===== config.mk =====
export PLATFORM = sky130hd
export DESIGN_NAME = metering_peak_status_regs
export DESIGN_NICKNAME = d
export VERILOG_FILES = /design/src/design/metering_pkg.sv /design/src/design/peak_if.sv /design/src/design/metering_peak_status_regs.sv /design/src/design/peak_capture_unit.sv
export SDC_FILE = /design/constraint.sdc
export NUM_CORES = 1
export LEC_CHECK = 0
export BUFFER_PORTS_ARGS = -buffer_cell sky130_fd_sc_hd__buf_2
export CORE_ASPECT_RATIO = 0.9
export CORE_UTILIZATION = 27
export CTS_CLUSTER_SIZE = 28
export DETAILED_ROUTE_END_ITERATION = 12
export GPL_TIMING_DRIVEN = 0
export SKIP_CTS_REPAIR_TIMING = 1
export SLEW_MARGIN = 20
export SYNTH_ARGS = -nofsm -noshare
export SYNTH_HDL_FRONTEND = slang
export SYNTH_SLANG_ARGS = --single-unit

===== constraint.sdc =====
create_clock -name clk -period 4.6 [get_ports clk]
set_input_delay 0.23 -clock clk [delete_from_list [all_inputs] [get_ports clk]]
set_output_delay 0.23 -clock clk [all_outputs]
set_load 0.05 [all_outputs]

===== src/design/metering_pkg.sv =====
package metering_pkg;

   // ----------------------------------------
   // register addresses
   // ----------------------------------------
   localparam logic [15:0] ADDR_HPF_DISABLE  = 16'h43b6;
   localparam logic [15:0] ADDR_CURRENT_PEAK = 16'he500;
   localparam logic [15:0] ADDR_VOLTAGE_PEAK = 16'he501;
   localparam logic [15:0] ADDR_EVENT_FLAGS  = 16'he502;
   localparam logic [15:0] ADDR_POWER_SIGN   = 16'he617;
   localparam logic [15:0] ADDR_ACCUM_MODE   = 16'he701;
   localparam logic [15:0] ADDR_PEAK_WINDOW  = 16'he703;

   // ----------------------------------------
   // reset values
   // ----------------------------------------
   localparam logic [23:0] HPF_RESET         = 24'h000000;
   localparam logic [7:0]  ACCUM_MODE_RESET  = 8'h00;
   localparam logic [7:0]  PEAK_WINDOW_RESET = 8'h00;
   localparam logic [11:0] EVENT_RESET       = 12'h000;
   localparam logic [5:0]  SIGN_RESET        = 6'h00;
   localparam logic [14:0] ACCUM_RESET       = 15'h0000;

   // ----------------------------------------
   // field positions and widths
   // ----------------------------------------
   localparam int PEAK_TAG_LSB   = 24;
   localparam int WINDOW_W       = 8;
   localparam int EVENT_W        = 12;
   localparam int ACT_SEL_BIT    = 6;
   localparam int REACT_SEL_BIT  = 7;
   localparam int EV_LINE_CYCLE  = 5;
   localparam int EV_ACT_FLIP_A  = 6;
   localparam int EV_SUM1_FLIP   = 9;
   localparam int EV_REACT_FLIP  = 10;

   // ----------------------------------------
   // serial word formats and lengths
   // ----------------------------------------
   typedef enum logic [2:0] {
      FMT_ZP24  = 3'h0,
      FMT_ZP20  = 3'h1,
      FMT_SE24  = 3'h2,
      FMT_ZP10  = 3'h3,
      FMT_RAW32 = 3'h4,
      FMT_RAW16 = 3'h5,
      FMT_RAW8  = 3'h6
   } word_fmt_t;

   localparam logic [5:0] COMM_BITS_32 = 6'h20;
   localparam logic [5:0] COMM_BITS_16 = 6'h10;
   localparam logic [5:0] COMM_BITS_8  = 6'h08;

endpackage


===== src/design/peak_if.sv =====
interface peak_if #(parameter int W = 24);
   logic                                  sampleValid;
   logic [2:0][W-1:0]                     mag;
   logic                                  halfCycle;
   logic [metering_pkg::WINDOW_W-1:0]     windowCycles;
   logic [W-1:0]                          value;
   logic [2:0]                            tag;

   modport owner (output sampleValid, mag, halfCycle, windowCycles,
                  input  value, tag);
   modport unit  (input  sampleValid, mag, halfCycle, windowCycles,
                  output value, tag);
endinterface


===== src/design/metering_peak_status_regs.sv =====
// What this block does
// filter disable word of zero keeps every high-pass filter running.
// any nonzero filter disable word bypasses all high-pass filters together.
// current peak register low 24 bits hold the current channel peak.
// current peak bits 24 to 26 tag phase A, B or C.
// voltage peak register low 24 bits hold the voltage channel peak.
// voltage peak bits 24 to 26 tag phase A, B or C.
// bits 31 to 27 of both peak registers always read zero.
// 24 or 20 bit zero-padded registers go out as 32 bits, upper zeros.
// 24 bit sign-extended registers go out as 32 bits, sign replicated.
// 10 bit unsigned registers go out as 16 bits, top six zero.
// event bits 0 and 1 flag bit 30 changes in active energies.
// event bits 2 to 4 flag bit 30 changes in reactive/apparent energies.
// event bit 5 flags end of a line cycle integration.
// event bits 6 to 8 flag active sign changes, signs in bits 0-2.
// event bit 9 flags pulse one sum sign change, sign in bit 3.
// event bits 10, 11 flag reactive sign changes, signs in bits 4-5.
// eight bit register sets peak detection length in half line cycles.
// event flags stay set until software writes one to them.
module metering_peak_status_regs #(
   parameter int DATA_W = 24
) (
   // clock and reset
   input  wire logic                    clk,
   input  wire logic                    rstn,
   // register port
   input  wire logic [15:0]             regAddr,
   input  wire logic                    regWrite,
   input  wire logic                    regRead,
   input  wire logic [31:0]             regWriteData,
   output logic      [31:0]             readData,
   output logic      [5:0]              readBits,
   output logic                         readHit,
   output logic                         readValid,
   // registers held elsewhere in the bank
   input  wire logic                    extHit,
   input  wire logic [31:0]             extValue,
   input  wire metering_pkg::word_fmt_t extFormat,
   // filter control
   output logic                         highpassBypass,
   // peak detection samples
   input  wire logic                    sampleValid,
   input  wire logic                    halfCycle,
   input  wire logic [2:0][DATA_W-1:0]  currentMag,
   input  wire logic [2:0][DATA_W-1:0]  voltageMag,
   // energy accumulator bit 30, per type and phase
   input  wire logic [4:0][2:0]         accumBit30,
   input  wire logic                    lineCycleMode,
   input  wire logic                    lineCycleDone,
   // power signs
   input  wire logic [2:0]              activeSignTotal,
   input  wire logic [2:0]              activeSignFund,
   input  wire logic [1:0]              reactiveSignTotal,
   input  wire logic [1:0]              reactiveSignFund,
   input  wire logic                    pulse1SumSign,
   // event flags
   output logic      [11:0]             eventFlags
);

   logic [23:0] hpfWord;
   logic [7:0]  accumMode;
   logic [7:0]  peakWindow;
   logic [14:0] prevBit30;
   logic [5:0]  prevSign;
   logic        primed;
   logic [11:0] next_eventFlags;

   // ----------------------------------------
   // address decode
   // ----------------------------------------
   wire hitHpf    = regAddr == metering_pkg::ADDR_HPF_DISABLE;
   wire hitCur    = regAddr == metering_pkg::ADDR_CURRENT_PEAK;
   wire hitVolt   = regAddr == metering_pkg::ADDR_VOLTAGE_PEAK;
   wire hitStatus = regAddr == metering_pkg::ADDR_EVENT_FLAGS;
   wire hitSign   = regAddr == metering_pkg::ADDR_POWER_SIGN;
   wire hitMode   = regAddr == metering_pkg::ADDR_ACCUM_MODE;
   wire hitWindow = regAddr == metering_pkg::ADDR_PEAK_WINDOW;
   wire localHit  = hitHpf | hitCur | hitVolt | hitStatus | hitSign | hitMode | hitWindow;
   wire anyHit    = localHit | extHit;

   // ----------------------------------------
   // peak capture units
   // ----------------------------------------
   peak_if #(.W(DATA_W)) curLink ();
   peak_if #(.W(DATA_W)) voltLink ();

   assign curLink.sampleValid  = sampleValid;
   assign curLink.mag          = currentMag;
   assign curLink.halfCycle    = halfCycle;
   assign curLink.windowCycles = peakWindow;
   assign voltLink.sampleValid  = sampleValid;
   assign voltLink.mag          = voltageMag;
   assign voltLink.halfCycle    = halfCycle;
   assign voltLink.windowCycles = peakWindow;

   peak_capture_unit #(.W(DATA_W)) currentPeak (
      .clk  (clk),
      .rstn (rstn),
      .link (curLink)
   );

   peak_capture_unit #(.W(DATA_W)) voltagePeak (
      .clk  (clk),
      .rstn (rstn),
      .link (voltLink)
   );

   // top five bits stay zero by construction
   wire [31:0] curPeakWord  = {5'h00, curLink.tag, curLink.value[23:0]};
   wire [31:0] voltPeakWord = {5'h00, voltLink.tag, voltLink.value[23:0]};

   // ----------------------------------------
   // filter bypass
   // ----------------------------------------
   // one bypass for all channels, no per-channel choice
   assign highpassBypass = hpfWord != 24'h000000;

   // ----------------------------------------
   // event sources
   // ----------------------------------------
   wire [14:0] curBit30 = accumBit30;
   // first cycle after reset has no history, so no change is seen
   wire [14:0] bitFlip  = (curBit30 ^ prevBit30) & {15{primed}};

   wire [2:0] selActSign   = accumMode[metering_pkg::ACT_SEL_BIT] ? activeSignFund
                                                                   : activeSignTotal;
   wire [1:0] selReactSign = accumMode[metering_pkg::REACT_SEL_BIT] ? reactiveSignFund
                                                                     : reactiveSignTotal;
   wire [5:0] powerSign    = {selReactSign, pulse1SumSign, selActSign};
   wire [5:0] signFlip     = (powerSign ^ prevSign) & {6{primed}};

   wire [11:0] setEvents = {
      signFlip[5:4],
      signFlip[3],
      signFlip[2:0],
      lineCycleMode & lineCycleDone,
      |bitFlip[14:12],
      |bitFlip[11:9],
      |bitFlip[8:6],
      |bitFlip[5:3],
      |bitFlip[2:0]
   };

   // set wins over a clear in the same cycle
   wire [11:0] clearMask = (regWrite && hitStatus) ? regWriteData[11:0] : 12'h000;
   assign next_eventFlags = (eventFlags & ~clearMask) | setEvents;

   // ----------------------------------------
   // serial word shaping
   // ----------------------------------------
   function automatic logic [31:0] shapeWord(input logic [31:0] v,
                                             input metering_pkg::word_fmt_t f);
      unique case (f)
         metering_pkg::FMT_ZP24:  shapeWord = {8'h00, v[23:0]};
         metering_pkg::FMT_ZP20:  shapeWord = {12'h000, v[19:0]};
         metering_pkg::FMT_SE24:  shapeWord = {{8{v[23]}}, v[23:0]};
         metering_pkg::FMT_ZP10:  shapeWord = {22'h000000, v[9:0]};
         metering_pkg::FMT_RAW32: shapeWord = v;
         metering_pkg::FMT_RAW16: shapeWord = {16'h0000, v[15:0]};
         metering_pkg::FMT_RAW8:  shapeWord = {24'h000000, v[7:0]};
         default:                 shapeWord = 32'h00000000;
      endcase
   endfunction

   function automatic logic [5:0] wordBits(input metering_pkg::word_fmt_t f);
      unique case (f)
         metering_pkg::FMT_ZP10,
         metering_pkg::FMT_RAW16: wordBits = metering_pkg::COMM_BITS_16;
         metering_pkg::FMT_RAW8:  wordBits = metering_pkg::COMM_BITS_8;
         default:                 wordBits = metering_pkg::COMM_BITS_32;
      endcase
   endfunction

   // ----------------------------------------
   // read selection
   // ----------------------------------------
   wire [31:0] selValue =
      hitHpf    ? {8'h00, hpfWord} :
      hitCur    ? curPeakWord :
      hitVolt   ? voltPeakWord :
      hitStatus ? {20'h00000, eventFlags} :
      hitSign   ? {26'h0000000, powerSign} :
      hitMode   ? {24'h000000, accumMode} :
      hitWindow ? {24'h000000, peakWindow} :
      extValue;

   wire metering_pkg::word_fmt_t selFmt =
      hitHpf                          ? metering_pkg::FMT_ZP24 :
      (hitCur | hitVolt | hitStatus)  ? metering_pkg::FMT_RAW32 :
      hitSign                         ? metering_pkg::FMT_RAW16 :
      (hitMode | hitWindow)           ? metering_pkg::FMT_RAW8 :
      extFormat;

   wire [31:0] shapedWord = shapeWord(selValue, selFmt);
   wire [5:0]  shapedBits = wordBits(selFmt);

   // ----------------------------------------
   // software registers
   // ----------------------------------------
   always_ff @(posedge clk or negedge rstn) begin
      if (!rstn) begin
         hpfWord    <= metering_pkg::HPF_RESET;
         accumMode  <= metering_pkg::ACCUM_MODE_RESET;
         peakWindow <= metering_pkg::PEAK_WINDOW_RESET;
      end else if (regWrite) begin
         if (hitHpf)
            hpfWord <= regWriteData[23:0];
         if (hitMode)
            accumMode <= regWriteData[7:0];
         if (hitWindow)
            peakWindow <= regWriteData[7:0];
      end
   end

   always_ff @(posedge clk or negedge rstn) begin
      if (!rstn) begin
         eventFlags <= metering_pkg::EVENT_RESET;
         prevBit30  <= metering_pkg::ACCUM_RESET;
         prevSign   <= metering_pkg::SIGN_RESET;
         primed     <= 1'b0;
      end else begin
         eventFlags <= next_eventFlags;
         prevBit30  <= curBit30;
         prevSign   <= powerSign;
         primed     <= 1'b1;
      end
   end

   // unmapped reads answer zero with readHit low
   always_ff @(posedge clk or negedge rstn) begin
      if (!rstn) begin
         readData  <= 32'h00000000;
         readBits  <= metering_pkg::COMM_BITS_32;
         readHit   <= 1'b0;
         readValid <= 1'b0;
      end else begin
         readValid <= regRead;
         if (regRead) begin
            readData <= anyHit ? shapedWord : 32'h00000000;
            readBits <= anyHit ? shapedBits : metering_pkg::COMM_BITS_32;
            readHit  <= anyHit;
         end
      end
   end

   wire extRead = regRead && !localHit && extHit;
endmodule


===== src/design/peak_capture_unit.sv =====
module peak_capture_unit #(
   parameter int W = 24
) (
   // clock and reset
   input  wire logic clk,
   input  wire logic rstn,
   // samples in, captured peak out
   peak_if.unit      link
);

   logic [W-1:0]                      runMax;
   logic [2:0]                        runTag;
   logic [metering_pkg::WINDOW_W-1:0] halfCount;
   logic [W-1:0]                      value;
   logic [2:0]                        tag;

   // ----------------------------------------
   // largest phase of this sample
   // ----------------------------------------
   // ties go to the lower phase so the tag stays one-hot
   wire          aBest   = link.mag[0] >= link.mag[1] && link.mag[0] >= link.mag[2];
   wire          bBest   = !aBest && link.mag[1] >= link.mag[2];
   wire [W-1:0]  sampMax = aBest ? link.mag[0] : (bBest ? link.mag[1] : link.mag[2]);
   wire [2:0]    sampTag = {!aBest && !bBest, bBest, aBest};
   wire          beats   = link.sampleValid && sampMax > runMax;
   wire [W-1:0]  candMax = beats ? sampMax : runMax;
   wire [2:0]    candTag = beats ? sampTag : runTag;

   // window of zero is taken as one half cycle
   localparam int WINDOW_W_P1 = metering_pkg::WINDOW_W + 1;
   wire [WINDOW_W_P1-1:0] countUp = {1'b0, halfCount} + WINDOW_W_P1'(1);
   wire          lastHalf  = countUp >= {1'b0, link.windowCycles};
   wire          windowEnd = link.halfCycle && lastHalf;

   // ----------------------------------------
   // running maximum and window counter
   // ----------------------------------------
   always_ff @(posedge clk or negedge rstn) begin
      if (!rstn) begin
         runMax    <= '0;
         runTag    <= 3'h0;
         halfCount <= '0;
      end else if (windowEnd) begin
         runMax    <= '0;
         runTag    <= 3'h0;
         halfCount <= '0;
      end else begin
         runMax    <= candMax;
         runTag    <= candTag;
         halfCount <= link.halfCycle ? countUp[metering_pkg::WINDOW_W-1:0] : halfCount;
      end
   end

   // capture at the end of the programmed window
   always_ff @(posedge clk or negedge rstn) begin
      if (!rstn) begin
         value <= '0;
         tag   <= 3'h0;
      end else if (windowEnd) begin
         value <= candMax;
         tag   <= candMax != '0 ? candTag : 3'h0;
      end
   end

   assign link.value = value;
   assign link.tag   = tag;
endmodule


==> results.cfg <==
[outcome]
status = complete, but fails checks
violations = negative hold slack, negative setup slack

[placed_design]
dpl.hpwl_um = 52300
gp_congestion = 0.9394
io_buffers = 303
dp_slack_ps = -1617

[drt]
drc = 0
drt_iter0_drc = 1295
drt_first_pass_iters = 7
routed_via_density = 5.193
wl_per_cell_um = 20.20
drtAntennaViolNets = 0
vias = 17194
route.final.wire_length_um = 66880

[pwr]
power.density_nw_per_um2 = 331.2
ir_drop_mv = 0.3220
p_leak_nw = 10.98

[min_path]
hp-class = in -> reg
hold_path_depth = 3

[worst_setup_path]
critPathLaunchType = input port
required_ps = 4990
end_kind = flip-flop
worst-path-buf-inv = 6
slowest_delay_ps = 560
crit_arrival_ps = 5530
slowest_stage = or4_4
r2r_cells = 13
crit_family = compound AO/OA/AOI/OAI gates
cp.depth = 25
crit_top_cell = clkbuf_8
path_class = in -> reg
cp_max_fo = 10

[timing]
hold_ws_ps = -33.66
drv_slew = 0
period_share = 1.117
rsz0062_at_grt = yes
tightest_slew_ps = 1131
setup_ws_ps = -539.3
setup_viol = 74
tns_ps = -9545
finalHoldViolCount = 7
max_slew_margin = 0.2402
max_freq_ghz = 0.1946
fin_skew_ps = 28.49
min_period_ps = 5139

[final_layout]
drive_above_1_share = 0.3078
syn2layout_area_growth_pct = 41.24
multi_input_area_um2 = 12190
ff_latch_area_um2 = 5882
final_common_cell = buf_2
mostFrequentLayoutCells = buf_2, dfrtp_1, ha_1
fillers = 6339
layout.nets = 2917

[logic_synthesis]
syn-instance-count = 1997
yosys_warnings = 0
dominantRegCellSynth = dfrtp_1
synth-edff-count = 0
syn_avg_cell_area_um2 = 8.633
synth_cell_types = 75
synth-seq-cells = 235
ys_seq_area_frac = 0.3412
async_reset_ff_frac = 1.000
synth_area_um2 = 17240

[floorplan]
die_h_um = 241.7
core_um2 = 62920
dieArea_um2 = 64870
initial_utilization = 0.2740
design.portCount = 315
rows = 87
die_w_um = 268.4

[run]
cap_violations = 0

[clock_tree]
cts-root-buf = clkbuf_16
cts_tree = done
clk_pin_slew_worst_paths_ps = 60
htreeDepth = 1
clk_latency_ps = 560
cts_buffers = 27
clk_path_buf_depth = 3
cts.sinks = 235

[grt]
grt_pass1_wl_um = 94750
grt_usage = 0.1902
grt_overflow_total = 0
grt_max_degree = 89
grt_pass1_vias = 15784
antenna_found_initial = 8
==> per-layer routing <==
layer  vias up  share of wire  global-route usage
met4        10          0.018             0.03326
met5         -        0.00084                   0
met1      8345           0.46              0.2739
met3        82          0.087             0.04857
li1       8154              -                   -
met2       603           0.44              0.2865
==> cell usage after synthesis (28+ instances only) <==
| master | count | share of area |
|---|---|---|
| dfrtp_1 | 234 | 0.34 |
| ha_1 | 210 | 0.15 |
| nor2_1 | 209 | 0.046 |
| a21oi_1 | 192 | 0.056 |
| inv_1 | 168 | 0.037 |
| nand2_1 | 165 | 0.036 |
| o21ai_0 | 130 | 0.038 |
| clkbuf_1 | 67 | 0.015 |
| mux2i_1 | 58 | 0.034 |
| nand3_1 | 49 | 0.014 |
| nand4_1 | 49 | 0.018 |
| mux2_2 | 45 | 0.029 |
| a21o_1 | 38 | 0.017 |
| o2bb2ai_1 | 31 | 0.016 |
| nor3_1 | 28 | 0.0081 |
| xnor2_1 | 28 | 0.014 |
==> power by group <==
group | internal [mW] | leakage, nW | switching, mW
logic | 1.42 | 7.47 | 1.76
registers | 2.33 | 3.06 | 0.231
clock network | 1.41 | 0.454 | 0.922
total | 5.16 | 11.0 | 2.91
==> worst paths after layout <==
kind                                                       from                                endpoint  slack (ps)
max                                              voltageMag[59]     voltagePeak.link.tag[0]$_DFFE_PN0P_        -540
min                                                extValue[27]                readData[27]$_DFFE_PN0P_         -30
max reg2reg                voltagePeak.halfCount[2]$_DFFE_PN0P_  voltagePeak.link.value[18]$_DFFE_PN0P_         820
min reg2reg                            readData[22]$_DFFE_PN0P_                readData[22]$_DFFE_PN0P_         480
max in group asynchronous                                  rstn  currentPeak.link.value[14]$_DFFE_PN0P_        3070
min in group asynchronous                                  rstn                  prevBit30[0]$_DFF_PN0_         210
==> cells by family after synthesis <==
group / count (synthesis) / share of synthesized area
and+or+nand+nor: 604 / 0.1624
AOI/OAI and AO/OA: 549 / 0.2036
buffers and inverters: 259 / 0.05915
DFF: 235 / 0.3412
adders and majority gates: 210 / 0.1524
muxes: 103 / 0.06307
xor gates and xnor gates: 35 / 0.01778
other: 2 / 0.0004356
==> state kept, by name, summed over array words and instances (netlist names), 3 cells and up <==
| signal | flops |
|---|---|
| accumMode | 8 |
| curLink.windowCycles | 8 |
| currentPeak.halfCount | 8 |
| currentPeak.link.tag | 3 |
| currentPeak.link.value | 24 |
| currentPeak.runMax | 24 |
| currentPeak.runTag | 3 |
| eventFlags | 12 |
| hpfWord | 24 |
| prevBit30 | 15 |
| prevSign | 6 |
| readBits | 3 |
| readData | 32 |
| voltagePeak.halfCount | 8 |
| voltagePeak.link.tag | 3 |
| voltagePeak.link.value | 24 |
| voltagePeak.runMax | 24 |
| voltagePeak.runTag | 3 |
==> worst register-to-register path: cells and delay by family, from the launching register on <==
family,cells,cell delay (ps)
fa+ha+maj,1,270
compound gates,4,780
flops,1,440
buf+inv,2,1010
xor+xnor,1,190
simple gates,5,950
==> through the flow <==
step,hold WS (ps),utilization,power [mW],area [um^2],cells
6_report,-33.66,0.3870,8.065,24350,3311
2_1_floorplan,-65.59,-,3.902,17760,1999
3_3_place_gp,365.1,0.3232,4.706,20330,3147
4_1_cts,-352.0,0.3392,7.080,21340,3196
3_5_place_dp,225.1,0.3242,4.731,20400,3149
5_1_grt,0.7380,0.3869,8.450,24340,3309
==> area by class of cell <==
type	instances	share of cell area
Antenna cell	3	0.0003083
Buffer	90	0.02826
Clock buffer	33	0.02991
Clock inverter	14	0.008941
Inverter	168	0.02836
Multi-Input combinational cell	1506	0.5008
Sequential cell	235	0.2416
Tap cell	845	0.04342
Timing Repair Buffer	417	0.1184
Power figures use the tool's default switching activity.
